File: src/shared/hpe_pkg.sv
// Package with constants, register map and state types of the haptic effect player
package hpe_pkg;
    // Clock and timing
    localparam int unsigned CLK_HZ          = 25_000_000;
    localparam int unsigned PWM_HZ          = 23_000;
    localparam int unsigned TICK_MS         = 5;
    localparam int unsigned PWM_PERIOD_CYC  = CLK_HZ / PWM_HZ;
    localparam int unsigned TICK_CYC        = (CLK_HZ / 1000) * TICK_MS;
    localparam int unsigned SVC_DUR_CYC     = 90;
    localparam logic [15:0] PWM_PERIOD      = 16'(PWM_PERIOD_CYC);
    localparam logic [6:0]  SVC_DUR         = 7'(SVC_DUR_CYC);
    localparam int unsigned NUM_EFFECTS     = 14;
    localparam int unsigned STEPS           = 16;

    // Register byte offsets
    localparam logic [7:0] REG_CTRL     = 8'h00;
    localparam logic [7:0] REG_ENABLE   = 8'h04;
    localparam logic [7:0] REG_PLAY     = 8'h08;
    localparam logic [7:0] REG_STATUS   = 8'h0C;
    localparam logic [7:0] REG_UPDATE   = 8'h10;
    localparam logic [7:0] REG_DUTY_BASE = 8'h40;

    // Control field positions
    localparam int unsigned CTRL_MODE_LSB = 0;
    localparam logic [1:0]  CTRL_RESET    = 2'h0;
    localparam logic [13:0] ENABLE_RESET  = 14'h0000;

    // Status field positions
    localparam int unsigned ST_BUSY = 0;
    localparam int unsigned ST_REJ  = 1;
    localparam int unsigned ST_STEP = 4;
    localparam int unsigned ST_EFF  = 8;

    localparam logic [1:0] RESP_OKAY   = 2'h0;
    localparam logic [1:0] RESP_SLVERR = 2'h2;

    typedef enum logic [1:0] {
        HPE_MODE_HW     = 2'b00,
        HPE_MODE_SW     = 2'b01,
        HPE_MODE_DIRECT = 2'b10
    } hpe_mode_e;

    typedef enum logic [1:0] {
        HPE_IDLE = 2'b00,
        HPE_PLAY = 2'b01,
        HPE_SVC  = 2'b10
    } hpe_state_e;
endpackage

File: src/rtl/hpe_player.sv
// Haptic effect player: PWM generator, effect tick and AXI4-Lite registers
// Functional notes
// - PWM out, duty replaced each update step
// - Fourteen effects, disabled ones unplayable
// - Play request on disabled effect rejected
// - Hardware mode: counters make PWM and tick
// - Software mode: PWM hardware, tick from software
// - Sixteen-bit PWM counter near 23 kHz
// - Tick timer fires every 5 ms
// - Each service event ends within 90 cycles
// - No periodic events while idle
// - Playback runs without processor involvement in hardware mode only
// - Tick interval 5 ms within ten percent
module hpe_player (
    input  wire logic        clk_sys_in,      // System clock, 25 MHz
    input  wire logic        rst_in,          // Async reset, active high
    input  wire logic [7:0]  s_axi_awaddr,    // Write address
    input  wire logic        s_axi_awvalid,   // Write address valid
    output logic             s_axi_awready,   // Write address ready
    input  wire logic [31:0] s_axi_wdata,     // Write data
    input  wire logic [3:0]  s_axi_wstrb,     // Write strobes
    input  wire logic        s_axi_wvalid,    // Write data valid
    output logic             s_axi_wready,    // Write data ready
    output logic [1:0]       s_axi_bresp,     // Write response
    output logic             s_axi_bvalid,    // Write response valid
    input  wire logic        s_axi_bready,    // Write response ready
    input  wire logic [7:0]  s_axi_araddr,    // Read address
    input  wire logic        s_axi_arvalid,   // Read address valid
    output logic             s_axi_arready,   // Read address ready
    output logic [31:0]      s_axi_rdata,     // Read data
    output logic [1:0]       s_axi_rresp,     // Read response
    output logic             s_axi_rvalid,    // Read data valid
    input  wire logic        s_axi_rready,    // Read data ready
    output logic             duty_compare_output_out,  // PWM to amplifier input
    output logic             amplifier_shutdown_n_out  // Amplifier shutdown, active low
);
    // Register state
    logic [1:0]  mode, next_mode;
    logic [13:0] enable, next_enable;
    logic [7:0]  duty_mem [0:hpe_pkg::STEPS-1];
    logic [7:0]  next_duty_mem [0:hpe_pkg::STEPS-1];
    logic [3:0]  seq_len, next_seq_len;
    logic        rejected, next_rejected;

    // Bus handshake state
    logic        aw_held, next_aw_held;
    logic        w_held, next_w_held;
    logic [7:0]  aw_addr, next_aw_addr;
    logic [31:0] w_data, next_w_data;
    logic [3:0]  w_strb, next_w_strb;
    logic        bvalid, next_bvalid;
    logic [1:0]  bresp, next_bresp;
    logic        rvalid, next_rvalid;
    logic [31:0] rdata, next_rdata;
    logic [1:0]  rresp, next_rresp;
    logic        aw_rdy, next_aw_rdy;
    logic        w_rdy, next_w_rdy;
    logic        ar_rdy, next_ar_rdy;

    // Player state
    hpe_pkg::hpe_state_e state, next_state;
    logic [3:0]  effect, next_effect;
    logic [3:0]  step, next_step;
    logic [7:0]  duty, next_duty;
    logic [15:0] pwm_cnt, next_pwm_cnt;
    logic [19:0] tick_cnt, next_tick_cnt;
    logic [6:0]  svc_cnt, next_svc_cnt;
    logic        pwm_q, next_pwm_q;
    logic        amp_q, next_amp_q;

    logic        do_write;
    logic        play_req;
    logic        upd_req;
    logic [3:0]  play_sel;
    logic        tick;
    logic [15:0] duty_cmp;

    assign do_write = aw_held && w_held && !bvalid;
    assign play_sel = w_data[3:0];
    assign play_req = do_write && aw_addr == hpe_pkg::REG_PLAY && w_strb[0];
    assign upd_req  = do_write && aw_addr == hpe_pkg::REG_UPDATE && w_strb[0];
    // Duty value scales 0..255 onto the PWM period
    assign duty_cmp = 16'((32'(duty) * 32'(hpe_pkg::PWM_PERIOD)) >> 8);

    // Tick source selection per mode
    always_comb begin
        unique case (hpe_pkg::hpe_mode_e'(mode))
            hpe_pkg::HPE_MODE_HW: tick = tick_cnt == 20'(hpe_pkg::TICK_CYC - 1);
            hpe_pkg::HPE_MODE_SW: tick = upd_req;
            hpe_pkg::HPE_MODE_DIRECT: tick = upd_req;
            default: tick = 1'b0;
        endcase
    end

    // Bus slave next state
    always_comb begin
        next_aw_held = aw_held;
        next_w_held  = w_held;
        next_aw_addr = aw_addr;
        next_w_data  = w_data;
        next_w_strb  = w_strb;
        next_bvalid  = bvalid;
        next_bresp   = bresp;
        next_rvalid  = rvalid;
        next_rdata   = rdata;
        next_rresp   = rresp;
        next_mode    = mode;
        next_enable  = enable;
        next_seq_len = seq_len;
        next_rejected = rejected;
        for (int i = 0; i < int'(hpe_pkg::STEPS); i++) begin
            next_duty_mem[i] = duty_mem[i];
        end
        if (s_axi_awvalid && !aw_held) begin
            next_aw_held = 1'b1;
            next_aw_addr = s_axi_awaddr;
        end
        if (s_axi_wvalid && !w_held) begin
            next_w_held = 1'b1;
            next_w_data = s_axi_wdata;
            next_w_strb = s_axi_wstrb;
        end
        if (do_write) begin
            next_aw_held = 1'b0;
            next_w_held  = 1'b0;
            next_bvalid  = 1'b1;
            next_bresp   = hpe_pkg::RESP_OKAY;
            if (aw_addr == hpe_pkg::REG_CTRL) begin
                if (w_strb[0]) next_mode = w_data[1:0];
                if (w_strb[0]) next_seq_len = w_data[7:4];
            end else if (aw_addr == hpe_pkg::REG_ENABLE) begin
                if (w_strb[0]) next_enable[7:0] = w_data[7:0];
                if (w_strb[1]) next_enable[13:8] = w_data[13:8];
            end else if (aw_addr == hpe_pkg::REG_PLAY) begin
                // Reject disabled or out-of-range effects; sticky until next accepted play
                if (w_strb[0]) next_rejected = !(play_sel < 4'(hpe_pkg::NUM_EFFECTS)
                                               && enable[play_sel]);
            end else if (aw_addr == hpe_pkg::REG_UPDATE) begin
                next_bresp = hpe_pkg::RESP_OKAY;
            end else if (aw_addr >= hpe_pkg::REG_DUTY_BASE
                         && aw_addr < 8'(hpe_pkg::REG_DUTY_BASE + 8'h40)
                         && aw_addr[1:0] == 2'h0) begin
                if (w_strb[0]) next_duty_mem[aw_addr[5:2]] = w_data[7:0];
            end else begin
                next_bresp = hpe_pkg::RESP_SLVERR;
            end
        end
        if (bvalid && s_axi_bready) next_bvalid = 1'b0;
        if (s_axi_arvalid && !rvalid) begin
            next_rvalid = 1'b1;
            next_rresp  = hpe_pkg::RESP_OKAY;
            next_rdata  = 32'h0000_0000;
            if (s_axi_araddr == hpe_pkg::REG_CTRL) begin
                next_rdata[7:0] = {seq_len, 2'b00, mode};
            end else if (s_axi_araddr == hpe_pkg::REG_ENABLE) begin
                next_rdata[13:0] = enable;
            end else if (s_axi_araddr == hpe_pkg::REG_STATUS) begin
                next_rdata[hpe_pkg::ST_BUSY] = state != hpe_pkg::HPE_IDLE;
                next_rdata[hpe_pkg::ST_REJ]  = rejected;
                next_rdata[hpe_pkg::ST_STEP +: 4] = step;
                next_rdata[hpe_pkg::ST_EFF +: 4]  = effect;
            end else if (s_axi_araddr == hpe_pkg::REG_PLAY
                         || s_axi_araddr == hpe_pkg::REG_UPDATE) begin
                next_rdata = 32'h0000_0000;
            end else if (s_axi_araddr >= hpe_pkg::REG_DUTY_BASE
                         && s_axi_araddr < 8'(hpe_pkg::REG_DUTY_BASE + 8'h40)
                         && s_axi_araddr[1:0] == 2'h0) begin
                next_rdata[7:0] = duty_mem[s_axi_araddr[5:2]];
            end else begin
                next_rresp = hpe_pkg::RESP_SLVERR;
            end
        end else if (rvalid && s_axi_rready) begin
            next_rvalid = 1'b0;
        end
        // Readies mirror the holders one edge ahead so the ports leave from flops
        next_aw_rdy = !next_aw_held;
        next_w_rdy  = !next_w_held;
        next_ar_rdy = !next_rvalid;
    end

    // Player next state
    always_comb begin
        next_state    = state;
        next_effect   = effect;
        next_step     = step;
        next_duty     = duty;
        next_pwm_cnt  = pwm_cnt;
        next_tick_cnt = tick_cnt;
        next_svc_cnt  = svc_cnt;
        next_pwm_q    = 1'b0;
        next_amp_q    = 1'b0;
        unique case (state)
            hpe_pkg::HPE_IDLE: begin
                // Counters held at zero while idle so nothing periodic happens
                next_pwm_cnt  = 16'h0000;
                next_tick_cnt = 20'h00000;
                if (play_req && !next_rejected) begin
                    next_state  = hpe_pkg::HPE_PLAY;
                    next_effect = play_sel;
                    next_step   = 4'h0;
                    next_duty   = duty_mem[0];
                end
            end
            hpe_pkg::HPE_PLAY, hpe_pkg::HPE_SVC: begin
                next_amp_q = 1'b1;
                // Free-running period counter, compare against duty
                if (pwm_cnt == hpe_pkg::PWM_PERIOD - 16'h0001) begin
                    next_pwm_cnt = 16'h0000;
                end else begin
                    next_pwm_cnt = pwm_cnt + 16'h0001;
                end
                next_pwm_q = pwm_cnt < duty_cmp;
                if (tick || hpe_pkg::hpe_mode_e'(mode) != hpe_pkg::HPE_MODE_HW) begin
                    next_tick_cnt = 20'h00000;
                end else begin
                    next_tick_cnt = tick_cnt + 20'h00001;
                end
                if (state == hpe_pkg::HPE_SVC) begin
                    // Service window bounded by a fixed count
                    next_svc_cnt = svc_cnt + 7'h01;
                    if (svc_cnt == hpe_pkg::SVC_DUR - 7'h01) next_state = hpe_pkg::HPE_PLAY;
                end
                if (tick) begin
                    if (step == seq_len) begin
                        // Last step done: stop tick, PWM low, amplifier off
                        next_state = hpe_pkg::HPE_IDLE;
                        next_pwm_q = 1'b0;
                        next_amp_q = 1'b0;
                    end else begin
                        next_step    = step + 4'h1;
                        next_duty    = duty_mem[step + 4'h1];
                        next_state   = hpe_pkg::HPE_SVC;
                        next_svc_cnt = 7'h00;
                    end
                end
            end
            default: begin
                next_state = hpe_pkg::HPE_IDLE;
            end
        endcase
    end

    always_ff @(posedge clk_sys_in or posedge rst_in) begin
        if (rst_in) begin
            aw_held  <= 1'b0;
            w_held   <= 1'b0;
            aw_addr  <= 8'h00;
            w_data   <= 32'h0000_0000;
            w_strb   <= 4'h0;
            bvalid   <= 1'b0;
            bresp    <= 2'h0;
            rvalid   <= 1'b0;
            rdata    <= 32'h0000_0000;
            rresp    <= 2'h0;
            aw_rdy   <= 1'b1;
            w_rdy    <= 1'b1;
            ar_rdy   <= 1'b1;
            mode     <= hpe_pkg::CTRL_RESET;
            enable   <= hpe_pkg::ENABLE_RESET;
            seq_len  <= 4'h0;
            rejected <= 1'b0;
            for (int i = 0; i < int'(hpe_pkg::STEPS); i++) begin
                duty_mem[i] <= 8'h00;
            end
        end else begin
            aw_held  <= next_aw_held;
            w_held   <= next_w_held;
            aw_addr  <= next_aw_addr;
            w_data   <= next_w_data;
            w_strb   <= next_w_strb;
            bvalid   <= next_bvalid;
            bresp    <= next_bresp;
            rvalid   <= next_rvalid;
            rdata    <= next_rdata;
            rresp    <= next_rresp;
            aw_rdy   <= next_aw_rdy;
            w_rdy    <= next_w_rdy;
            ar_rdy   <= next_ar_rdy;
            mode     <= next_mode;
            enable   <= next_enable;
            seq_len  <= next_seq_len;
            rejected <= next_rejected;
            for (int i = 0; i < int'(hpe_pkg::STEPS); i++) begin
                duty_mem[i] <= next_duty_mem[i];
            end
        end
    end

    always_ff @(posedge clk_sys_in or posedge rst_in) begin
        if (rst_in) begin
            state    <= hpe_pkg::HPE_IDLE;
            effect   <= 4'h0;
            step     <= 4'h0;
            duty     <= 8'h00;
            pwm_cnt  <= 16'h0000;
            tick_cnt <= 20'h00000;
            svc_cnt  <= 7'h00;
            pwm_q    <= 1'b0;
            amp_q    <= 1'b0;
        end else begin
            state    <= next_state;
            effect   <= next_effect;
            step     <= next_step;
            duty     <= next_duty;
            pwm_cnt  <= next_pwm_cnt;
            tick_cnt <= next_tick_cnt;
            svc_cnt  <= next_svc_cnt;
            pwm_q    <= next_pwm_q;
            amp_q    <= next_amp_q;
        end
    end

    assign s_axi_awready            = aw_rdy;
    assign s_axi_wready             = w_rdy;
    assign s_axi_bvalid             = bvalid;
    assign s_axi_bresp              = bresp;
    assign s_axi_arready            = ar_rdy;
    assign s_axi_rvalid             = rvalid;
    assign s_axi_rdata              = rdata;
    assign s_axi_rresp              = rresp;
    assign duty_compare_output_out  = pwm_q;
    assign amplifier_shutdown_n_out = amp_q;
endmodule // hpe_player

File: config.mk
export PLATFORM = sky130hd
export DESIGN_NAME = hpe_player
export DESIGN_NICKNAME = d
export VERILOG_FILES = /design/src/shared/hpe_pkg.sv /design/src/rtl/hpe_player.sv
export SDC_FILE = /design/constraint.sdc
export NUM_CORES = 1
export LEC_CHECK = 0
export ABC_AREA = 1
export CAP_MARGIN = 20
export CORE_MARGIN = 8
export CORE_UTILIZATION = 40
export DETAILED_ROUTE_END_ITERATION = 8
export DONT_BUFFER_PORTS = 1
export MAX_ROUTING_LAYER = met4
export SLEW_MARGIN = 20
export SYNTH_ARGS = -nofsm -noshare
export SYNTH_HDL_FRONTEND = slang
export SYNTH_SLANG_ARGS = --single-unit
File: constraint.sdc
create_clock -name clk_sys_in -period 14.5 [get_ports clk_sys_in]
set_input_delay 2.175 -clock clk_sys_in [delete_from_list [all_inputs] [get_ports clk_sys_in]]
set_output_delay 2.175 -clock clk_sys_in [all_outputs]
set_load 0.005 [all_outputs]
* Word-level counts from Yosys, hierarchy flattened
Index checks and enable logic that the tools add are counted.
** Cells by class
- Add/subtract/negate cells :: 4
- $mul :: 1
- $lt $le $gt $ge :: 11
- Equality and inequality tests :: 20
- Mux-type cells :: 70
- Bitwise gates (word level) :: 7
- Reductions and logical operators :: 48
** Operators by type and width (number)
- bitwise mux 128 bit :: 1
- two-way mux 8 bit :: 12
- binary-select mux 8 bit (select 4 bit) :: 2
- case mux 20 bit (2 select lines) :: 1
- two-way mux 2 bit :: 17
- demux 8 bit (select 4 bit) :: 1
- case mux 16 bit (2 select lines) :: 1
- equality test 8 x 4 -> 1 bit (second input constant) :: 3
- two-way mux 7 bit :: 3
- adder 20 x 1 -> 20 bit (second input constant) :: 1
- equality test 20 x 17 -> 1 bit (second input constant) :: 1
- two-way mux 1 bit :: 20
- two-way mux 20 bit :: 1
- logical AND 1 bit :: 18
- multiplier 8 x 10 -> 18 bit (second input constant) :: 1
- adder 16 x 1 -> 16 bit (second input constant) :: 1
- equality test 16 x 11 -> 1 bit (second input constant) :: 1
- equality test 8 x 3 -> 1 bit (second input constant) :: 2
- equality test 8 x 5 -> 1 bit (second input constant) :: 2
- >= comparator 8 x 7 -> 1 bit (second input constant) :: 2
- logical NOT 8 bit :: 2
- < comparator 16 x 11 -> 1 bit :: 1
- < comparator 8 bit (second input constant) :: 2
- two-way mux 16 bit :: 1
- other kinds (31) :: 64
** Storage, ports and cells
- Register bits after elaboration :: 279
- Bits of input ports :: 59
- Output and inout port bits :: 43
- Word-level logic and storage cells :: 204

* Longest topological paths before layout
Gate-level depths: netlist of the first run.
- Depth after elaboration :: 13
- Depth in mapped cells :: 24
- Depth with buffers taken out :: 24

* Worst setup path after synthesis of the first run
No wires, ideal clock.
- Kind :: reg2reg
- Start point :: reg duty[2]
- End point :: reg pwm_q, in the netlist duty_compare_output_out
- Library setup time :: 77 ps
- Arrival :: 4216 ps
- Required time :: 14423 ps
- Slack :: 10207 ps
- Stages on the path, launching flop included :: 23
- Path buffers :: 0
- Clock period less this slack :: 4293 ps
- Cells stage by stage :: dfrtp_1 -> inv_1 -> fa_1 -> inv_1 -> ha_1 -> inv_1 -> fa_1 -> fa_1 -> inv_1 -> ha_1 -> a21oi_1 -> o21ai_0 -> a21oi_1 -> nor2_1 -> nor3_1 -> nor2_1 -> xnor2_1 -> ha_1 -> a21oi_1 -> nor2_1 -> a211oi_1 -> nand2_1 -> a21oi_1
** Between the ends
- Word-level cells in the longest chain between the ends :: 5
** RTL lines
- start, declared :: RTL line hpe_player.sv:64 : logic [7:0] duty, next_duty;
- start signal, assigned :: RTL line hpe_player.sv:304 : duty <= next_duty;
- multiplier 8 x 10 -> 18 bit (*) :: RTL line hpe_player.sv:83 : assign duty_cmp = 16'((32'(duty) * 32'(hpe_pkg::PWM_PERIOD)) >> 8);
- < comparator 16 x 11 -> 1 bit (*) :: RTL line hpe_player.sv:212 : next_pwm_q = pwm_cnt < duty_cmp;
- two-way mux 1 bit :: RTL line hpe_player.sv:224 : if (step == seq_len) begin
- two-way mux 1 bit (*) :: RTL line hpe_player.sv:223 : if (tick) begin
- two-way mux 1 bit (*) :: RTL line hpe_player.sv:192 : unique case (state)
- via next_pwm_q :: RTL line hpe_player.sv:68 : logic pwm_q, next_pwm_q;
- end signal, assigned :: RTL line hpe_player.sv:308 : pwm_q <= next_pwm_q;
- end, declared :: RTL line hpe_player.sv:68
The timed path passes the listed nets; every way through them passes the cells marked *.
A chain may end at the register's enable or synchronous reset.

* Worst setup path in the final report of the first run
Same ends and word-level chain as after synthesis.

==> results of run 1 <==
worst max path at each step:
stage	from	end	slack, ps	depth (start not counted)
after CTS	duty[2]	duty_compare_output_out	9720	22
after global routing	duty[2]	duty_compare_output_out	9360	22
final	duty[2]	duty_compare_output_out	9720	22
after floorplan	rst_in	amplifier_shutdown_n_out	5200	1
after detailed placement	duty[2]	duty_compare_output_out	9740	22
after global placement	duty[2]	duty_compare_output_out	9740	22
kinds of logic after synthesis:
logic type	after synthesis	share of synthesized area
simple gates	729	0.2081
compound gates	448	0.1745
buf+inv	281	0.07866
flops	259	0.4422
fa+ha+maj	73	0.06944
xor+xnor	36	0.02150
mux	7	0.005375
other cells	1	0.0002557
synth_stat cells (all sizes together) (4+ instances only):
cell type / number / share of area
nor3: 27 / 0.011
a31oi: 9 / 0.0038
a21oi: 69 / 0.024
nand2: 419 / 0.11
xnor2: 13 / 0.0078
clkbuf: 70 / 0.018
inv: 177 / 0.045
nor4: 5 / 0.0021
o211ai: 19 / 0.0097
o22ai: 12 / 0.0051
xor2: 23 / 0.014
buf: 32 / 0.015
nand3: 69 / 0.024
nand4: 25 / 0.012
ha: 59 / 0.050
a221oi: 4 / 0.0024
or2: 5 / 0.0021
mux2: 7 / 0.0054
a22oi: 45 / 0.023
o2111ai: 4 / 0.0024
nor2: 174 / 0.046
o21ai: 265 / 0.092
fa: 14 / 0.019
o221ai: 10 / 0.0060
dfrtp: 256 / 0.44
routing by layer:
layer / vias up / routed length [µm]
li1: 5990 / -
met1: 5900 / 18050
met2: 383 / 18500
met3: 86 / 2917
met4: 0 / 1248
met5: - / 0
where the power goes:
part | leakage (nW) | switching, W | internal (W)
clock network | 0.478 | 0.000306 | 0.000429
logic | 3.46 | 0.00142 | 0.000845
registers | 3.48 | 0.000134 | 0.000876
state kept, by name (all words and copies together), names as in the netlist, 8 cells and up:
| name | count |
|---|---|
| duty_mem | 128 |
| tick_cnt | 20 |
| pwm_cnt | 16 |
| enable | 14 |
| s_axi_rdata | 14 |
| w_data | 14 |
| aw_addr | 8 |
| duty | 8 |
worst min-delay path: stages, from the launching register on:
cell	delay, ps
dfrtp_1	340
nand2_1	50
o21ai_0	50
layout make-up:
class	count	area, µm²
Inverter	179	679.4
Sequential cell	259	6486
Multi-Input combinational cell	1313	7102
Clock buffer	46	909.6
Tap cell	468	585.6
Fill cell	3619	20440
Timing Repair Buffer	12	93.84
Clock inverter	8	50.05
stage by stage:
| step | setup WS, ps | hold WS [ps] | utilization | power, W |
|---|---|---|---|---|
| floorplan | 5203 | 453.0 | - | 0.002776 |
| finish | 9723 | 485.0 | 0.4376 | 0.004012 |
| CTS | 9723 | 490.4 | 0.4376 | 0.004040 |
| global route | 9358 | 511.2 | 0.4376 | 0.004444 |
| detailed placement | 9736 | 476.0 | 0.4112 | 0.003281 |
| global placement | 9743 | 469.3 | 0.4111 | 0.003250 |
==> impl_metrics.py, run 1 <==
metrics = {
    "floorplan": {
        "die_w_um": 207.5,
        "initial_core_util": 0.4035,
        "num_io_pins": 102,
        "num_rows": 70,
        "coreArea_um2": 36350,
        "die_area_um2": 43050,
        "die_h_um": 207.5,
    },
    "detailed_routing": {
        "vias": 12360,
        "ant_nets": 0,
        "wirelength_mm": 40.71,
        "wl_per_cell_um": 17.82,
        "dr.pass1.iters": 7,
        "vias_per_cell": 5.409,
        "drc_errors": 0,
        "drtIter0Drc": 1140,
    },
    "min_path": {
        "holdPathStages": 2,
        "worstHoldStart": "enable[13]",
        "hold_path_class": "flop to flop",
        "worstHoldEndpoint": "enable[13]",
    },
    "placement": {
        "io_buffers": 0,
        "hpwl_mm": 27.67,
        "place_inst": 2231,
        "placed_area_um2": 14950,
        "place_congestion": 0.8562,
    },
    "grt": {
        "grt_max_degree": 101,
        "grt-ovfl-total": 0,
        "grt_use_met2": 0.3007,
        "met3_usage": 0.04061,
        "grt_use_met1": 0.2457,
        "grt_pass1_vias": 11940,
        "grt_util_all_layers": 0.1914,
        "grt-busiest-layer": "met2",
        "grt_first_pass_wirelength_mm": 65.68,
        "antenna_found_initial": 0,
    },
    "critical_path": {
        "required_ps": 14960,
        "worstPathArrival_ps": 5240,
        "crit_fanout": 4,
        "timing.critical_path.buf_inv": 4,
        "startpoint_type": "flop",
        "reg2reg_slack_ps": 9720,
        "cp_slowest_cell": "fa_1",
        "r2r_end": "duty_compare_output_out",
        "critPathMaxStageDelay_ps": 540,
        "reg2reg_depth": 22,
        "path_class": "flop to flop",
        "path_cells": "inv_1, fa_1, inv_1, ha_1, inv_1, fa_1, fa_1, inv_1, ha_1, a21oi_1, o21ai_0, a21oi_1, nor2_1, nor3_1, nor2_1, xnor2_1, ha_1, a21oi_1, nor2_1, a211oi_1, nand2_1, a21oi_1",
        "worstReg2RegStart": "duty[2]",
        "cp-end-kind": "flop",
        "critical_path.top_delay_family": "adder cells",
    },
    "power_and_ir_drop": {
        "leakagePower_nw": 7.423,
        "ir_drop_uv": 211.4,
        "power.density_nw_per_um2": 252.2,
    },
    "final_layout": {
        "final_common_cell": "nand2_1",
        "final_cell_mix": "nand2_1 (414), o21ai_0 (258), dfrtp_1 (255)",
        "antennaDiodeCount": 0,
        "nNetsFinal": 1926,
        "stdcell_count": 2285,
        "drive_gt1_frac": 0.05779,
        "final_area_um2": 15910,
        "area_growth_syn_to_layout_pct": 8.454,
    },
    "sta": {
        "period_share": 0.3295,
        "drv_slew": 0,
        "rsz0062_at_grt": "false",
        "finalSetupTns_ps": 0,
        "period_needed_ps": 4777,
        "finalSetupViolCount": 0,
        "clock.fmax_mhz": 209.3,
        "skew_ps": 23.27,
        "relSlewSlack": 0.2754,
        "hold_violations": 0,
        "worst_pin_slew_ps": 1086,
    },
    "run": {
        "maxCapViolCount": 0,
    },
    "logic_synthesis": {
        "synth_warnings": 0,
        "postSynthAreaPerCell_um2": 7.997,
        "yosysSeqAreaShare": 0.4422,
        "synth_area_um2": 14670,
        "synth_cell_types": 52,
        "syn_inst": 1834,
        "synth_flop_cell": "dfrtp_1",
        "synth_seq_cells": 259,
        "async_flop_share": 1.000,
        "synth-edff-count": 0,
    },
    "clock_network": {
        "clockBufferDepth": 3,
        "postCtsSetupRepairBufs": 0,
        "cts_root_buffer": "clkbuf_16",
        "cts_tree": "yes",
        "clock_latency_ps": 570,
        "hold_buffers": 0,
        "numCtsBuffers": 29,
        "clkTransAtPathRegs_ps": 60,
        "ctsResizeCount": 0,
        "cts_sinks": 259,
        "htreeDepth": 1,
    },
    "run_status": {
        "status": "finished clean",
    },
}
Note: power is estimated with default switching activity, not from simulation.
==> run 2, diff against run 1 <==
Clock period 14.5 ns to 4.8 ns, I/O delays scaled along.
==> run 2 against run 1 <==
Net effect: first-iteration DRC count shrank 2.5%; critical path depth is the same; register-to-register slack lost 9500 ps; combinational power grew to 3.1 times the previous value; power grew to 3.1 times the previous value; largest power group unchanged.
==> impl_metrics.py, run 2 (synthesis results as in run 1) <==
metrics = {
    "run_status": {
        "status": "finished clean",
    },
    "final_layout": {
        "antennaDiodeCount": 0,
        "max_flop_register": "duty_mem",
        "drive_gt1_frac": 0.06308,
        "final_cell_mix": "nand2_1 (414), o21ai_0 (256), dfrtp_1 (254)",
        "final_common_cell": "nand2_1",
        "nNetsFinal": 1932,
        "largest_reg_flops": 128,
        "final_area_um2": 16020,
        "largestRegisters": "duty_mem x128, tick_cnt x20, pwm_cnt x16",
        "area_growth_syn_to_layout_pct": 9.248,
    },
    "sta": {
        "relSlewSlack": 0.2518,
        "finalSetupViolCount": 0,
        "layout_setup_ws_ps": 212.5,
        "skew_ps": 9.180,
        "finalSetupTns_ps": 0,
        "hold_violations": 0,
        "period_share": 0.9557,
        "period_needed_ps": 4587,
        "worst_pin_slew_ps": 1121,
        "rsz0062_at_grt": "false",
        "drv_slew": 0,
        "clock.fmax_mhz": 218.0,
    },
    "critical_path": {
        "reg2reg_slack_ps": 210,
        "critical_path.top_delay_family": "adder cells",
        "required_ps": 5290,
        "startpoint_type": "flop",
        "reg2reg_depth": 22,
        "worstReg2RegStart": "duty[3]",
        "worstPathArrival_ps": 5070,
        "timing.critical_path.buf_inv": 4,
        "path_class": "flop to flop",
        "path_cells": "inv_1, fa_1, inv_1, ha_1, inv_1, fa_1, fa_1, inv_1, ha_1, a21oi_1, o21ai_1, a21oi_1, nor2_1, nor3_1, nor2_1, xnor2_1, ha_1, a21oi_1, nor2_1, a211oi_1, nand2_1, a21oi_1",
        "cp-end-kind": "flop",
        "critPathMaxStageDelay_ps": 540,
        "cp_slowest_cell": "fa_1",
        "r2r_end": "duty_compare_output_out",
        "crit_fanout": 4,
    },
    "detailed_routing": {
        "wirelength_mm": 41.41,
        "drc_errors": 0,
        "dr.pass1.iters": 5,
        "wl_per_cell_um": 18.08,
        "vias": 12400,
        "ant_nets": 0,
        "drtIter0Drc": 1111,
        "vias_per_cell": 5.414,
    },
    "floorplan": {
        "coreArea_um2": 36350,
        "die_h_um": 207.5,
        "num_rows": 70,
        "die_area_um2": 43050,
        "initial_core_util": 0.4035,
        "die_w_um": 207.5,
        "num_io_pins": 102,
    },
    "placement": {
        "place_congestion": 0.8833,
        "placed_area_um2": 14970,
        "pre_cts_slack_ps": 183.8,
        "hpwl_mm": 28.08,
        "io_buffers": 0,
    },
    "grt": {
        "grt_max_degree": 180,
        "antenna_found_initial": 0,
        "grt_util_all_layers": 0.1938,
        "grt-ovfl-total": 0,
        "grt_first_pass_wirelength_mm": 66.65,
        "grt_pass1_vias": 11820,
    },
    "clock_network": {
        "clkTransAtPathRegs_ps": 60,
        "htreeDepth": 1,
        "postCtsSetupRepairBufs": 0,
        "cts_sinks": 259,
        "cts_tree": "yes",
        "clockBufferDepth": 3,
        "numCtsBuffers": 30,
        "cts_root_buffer": "clkbuf_16",
        "clock_latency_ps": 560,
    },
    "power_and_ir_drop": {
        "power.density_nw_per_um2": 768.1,
        "leakagePower_nw": 7.474,
        "ir_drop_uv": 768.3,
    },
    "min_path": {
        "worstHoldStart": "s_axi_bready",
        "holdPathStages": 1,
        "hold_path_class": "input port to flop",
        "worstHoldEndpoint": "s_axi_bvalid",
    },
    "run": {
        "maxCapViolCount": 0,
    },
}
run 2: worst max-delay path by stage:
stage,from,end,depth (start not counted)
2_1_floorplan,duty[2],duty_compare_output_out,22
3_3_place_gp,duty[3],duty_compare_output_out,22
3_5_place_dp,duty[7],duty_compare_output_out,18
4_1_cts,duty[3],duty_compare_output_out,22
5_1_grt,duty[3],duty_compare_output_out,22
6_report,duty[3],duty_compare_output_out,22
run 2: power by group:
group          leakage, nW  internal (W)  total [W]  switching [W]
Combinational         3.49       0.00258    0.00699        0.00441
Clock                0.503       0.00136    0.00228       0.000926
Sequential            3.48       0.00265    0.00304       0.000391
Total                 7.47       0.00659     0.0123        0.00572
run 2: layout make-up:
type	instances	area [µm²]
fillers	3621	20320
clock buffers	45	948.4
clock inverters	10	58.81
flip-flops and latches	259	6487
well taps	468	585.6
repair buffers	17	162.7
multi-input cells	1313	7104
inverters	179	675.6
run 2: per-stage QoR:
stage / std cells / utilization / total power [W] / hold slack [ps]
2_1_floorplan: 1853 / - / 0.008385 / 453.0
3_3_place_gp: 2234 / 0.4120 / 0.009852 / 468.7
3_5_place_dp: 2234 / 0.4120 / 0.009968 / 475.7
4_1_cts: 2290 / 0.4400 / 0.01234 / 247.3
5_1_grt: 2291 / 0.4408 / 0.01358 / 255.1
6_report: 2291 / 0.4408 / 0.01231 / 271.8
run 2: timing repair:
item                       4_1_cts  5_1_grt
hold buffers                     1        0
resized for setup                0        4
hold endpoints to repair         7        0
setup endpoints to repair        0        1
run 2: routing by layer:
layer	global-route usage	wire length, µm	vias up
met1	0.2572	18910	5972
met3	0.03382	2590	72
li1	-	-	5999
met2	0.2989	18560	360
met5	-	0	-
met4	0.06310	1353	0
run 2: worst register-to-register path: cells and delay by family (launching register included):
kind	cells	cell delay, ps
flip-flops	1	410
adder cells (fa/ha/maj)	6	2270
XOR/XNOR	1	120
buffers and inverters	4	280
AO/OA/AOI/OAI	6	1010
AND/OR/NAND/NOR	5	440
==> run 3, diff against run 2 <==
Settings changed: ABC_AREA 1 to unset.
==> run 3 against run 2 <==
Net effect: via count shrank 26%; final area grew 1.8%; register-to-register slack lost 110 ps; clock power about the same; utilization up 0.78 points.
==> impl_metrics.py, run 3 <==
metrics = {
    "sta": {
        "layout_setup_ws_ps": 103.9,
        "worst_pin_slew_ps": 1090,
        "clock.fmax_mhz": 212.9,
        "relSlewSlack": 0.2734,
        "finalSetupViolCount": 0,
        "finalSetupTns_ps": 0,
        "period_needed_ps": 4696,
        "period_share": 0.9784,
        "hold_violations": 0,
        "drv_slew": 0,
        "skew_ps": 25.80,
        "rsz0062_at_grt": "true",
    },
    "logic_synthesis": {
        "synth_area_um2": 14680,
        "yosys.area.top_type_share": 0.4365,
        "postSynthAreaPerCell_um2": 12.46,
        "yosysSeqAreaShare": 0.4418,
        "ys_top_cells_by_area": "dfrtp_1 (44%), mux2_2 (13%), mux4_2 (12%)",
        "synth_warnings": 0,
        "syn_inst": 1178,
        "synth-edff-count": 0,
        "synth_seq_cells": 259,
        "synth.most_common_cell": "dfrtp_1",
        "synth_cell_types": 73,
        "async_flop_share": 1.000,
        "synth_flop_cell": "dfrtp_1",
        "netlist_top_cells_count": "dfrtp_1 (256), mux2_2 (168), mux4_2 (75)",
        "yosysTopAreaCell": "dfrtp_1",
    },
    "placement": {
        "pre_cts_slack_ps": -125.1,
        "io_buffers": 0,
        "placed_area_um2": 15160,
        "place_congestion": 0.8187,
        "hpwl_mm": 23.05,
    },
    "detailed_routing": {
        "ant_nets": 0,
        "drtIter0Drc": 455,
        "vias": 9213,
        "wirelength_mm": 33.35,
        "vias_per_cell": 5.530,
        "wl_per_cell_um": 20.02,
        "drc_errors": 0,
        "dr.pass1.iters": 5,
    },
    "final_layout": {
        "antennaDiodeCount": 0,
        "nFillCells": 3273,
        "largestRegisters": "duty_mem x128, tick_cnt x20, pwm_cnt x16",
        "final_common_cell": "dfrtp_1",
        "final_util": 0.4487,
        "nNetsFinal": 1308,
        "max_flop_register": "duty_mem",
        "final_cell_mix": "dfrtp_1 (253), mux2_2 (168), mux4_2 (75)",
        "drive_gt1_frac": 0.3205,
        "area_growth_syn_to_layout_pct": 11.11,
        "final_area_um2": 16310,
        "multi_input_area_um2": 7717,
        "seq_area_um2": 6489,
        "largest_reg_flops": 128,
    },
    "floorplan": {
        "die_area_um2": 43080,
        "coreArea_um2": 36350,
        "initial_core_util": 0.4038,
        "die_w_um": 207.6,
        "num_rows": 70,
        "num_io_pins": 102,
        "die_h_um": 207.6,
    },
    "clock_network": {
        "cts_root_buffer": "clkbuf_16",
        "cts_tree": "yes",
        "htreeDepth": 1,
        "clockBufferDepth": 3,
        "clkTransAtPathRegs_ps": 60,
        "numCtsBuffers": 30,
        "cts_sinks": 259,
        "clock_latency_ps": 580,
    },
    "grt": {
        "grt_first_pass_wirelength_mm": 53.85,
        "grt_pass1_vias": 9544,
        "grt_max_degree": 179,
        "grt-ovfl-total": 0,
        "antenna_found_initial": 0,
        "grt_util_all_layers": 0.1589,
    },
    "min_path": {
        "hold_path_class": "input port to async pin",
    },
    "critical_path": {
        "path_class": "flop to flop",
        "worstReg2RegStart": "duty[5]",
        "crit_fanout": 4,
        "required_ps": 5290,
        "reg2reg_slack_ps": 100,
        "worstPathArrival_ps": 5190,
        "reg2reg_depth": 18,
        "startpoint_type": "flop",
        "r2r_end": "duty_compare_output_out",
        "cp-end-kind": "flop",
    },
    "power_and_ir_drop": {
        "power.total_w": 0.007361,
        "power.density_nw_per_um2": 451.4,
        "ir_drop_uv": 304.7,
        "leakagePower_nw": 7.499,
    },
    "run": {
        "maxCapViolCount": 0,
    },
    "run_status": {
        "status": "finished clean",
    },
}
-- run 3: cell types whose count changed in the layout (fill, tap and decap cells not counted), sizes merged, moves of 21 or more --
cell   before  now
mux4        0   75
a22oi      45    6
o21ai     265   40
a21oi      69   19
nand3      69   25
mux2        7  175
inv       177   71
nand2     419   54
mux2i       0   21
nor2      174   64
-- run 3: worst max-delay path by stage --
stage / start / endpoint / slack (ps) / cells after the start
2_1_floorplan: duty[2] / duty_compare_output_out / 50 / 20
3_3_place_gp: duty[2] / duty_compare_output_out / -70 / 21
3_5_place_dp: duty[2] / duty_compare_output_out / -130 / 21
4_1_cts: duty[2] / duty_compare_output_out / 0.7 / 22
5_1_grt: duty[5] / duty_compare_output_out / -30 / 18
6_report: duty[5] / duty_compare_output_out / 100 / 18
-- run 3: report_power, final --
part	internal [W]	total, W	switching [W]
Sequential	0.00254	0.00305	0.000512
Clock	0.00137	0.00229	0.000917
Combinational	0.000979	0.00203	0.00105
-- run 3: cell families (layout without fill, tap and decap cells) --
family                     after synthesis  after routing  synth area share
muxes                                  271            271            0.2655
DFF                                    259            259            0.4418
buffers and inverters                  153            154           0.04740
adders and majority gates               74             74           0.07007
AOI/OAI and AO/OA                      138            138           0.06257
other                                    1             20         0.0002555
xor gates and xnor gates                39             39           0.02327
and+or+nand+nor                        243            243           0.08917
-- run 3: timing repair --
action / CTS / global route
pin swaps: 7 / 18
gates resized for setup: 8 / 18
gates cloned: 0 / 0
hold buffers: 0 / 0
buffers inserted: 0 / 3
endpoints found under the hold margin: 0 / 0
endpoints found under the setup margin: 1 / 1
-- run 3: cell type report --
class,instances,share of cell area
multi-input combinational,785,0.4732
clock inverter,7,0.004834
inverter,71,0.01657
tap,468,0.03591
sequential,259,0.3979
timing repair buffer,29,0.01488
clock buffer,47,0.05670
-- run 3: worst max-delay path, cell delays in order, from the launching register on --
cell and delay [ps]:
dfrtp_2 430, fa_1 560, inv_1 80, fa_1 490, inv_1 60, fa_1 470
ha_1 350, ha_4 260, a21o_1 190, a21oi_2 180, o221a_4 250, o21bai_4 80
xnor2_2 140, ha_1 290, a21o_1 160, a211o_1 320, nor2_2 120, nor3_2 50
a21oi_2 130
-- run 3: routing by layer --
metal | up-vias | track usage | share of wire
met5 | - | - | 0
met4 | 0 | 0.04067 | 0.022
met3 | 61 | 0.03291 | 0.048
met2 | 182 | 0.2531 | 0.48
met1 | 4716 | 0.2059 | 0.45
li1 | 4254 | - | -
-- run 3: metrics by stage --
step                std cells  hold slack (ps)
floorplan                1197            450.0
global placement         1610            468.2
detailed placement       1610            471.7
CTS                      1664            202.0
global route             1666            215.9
finish                   1666            172.7
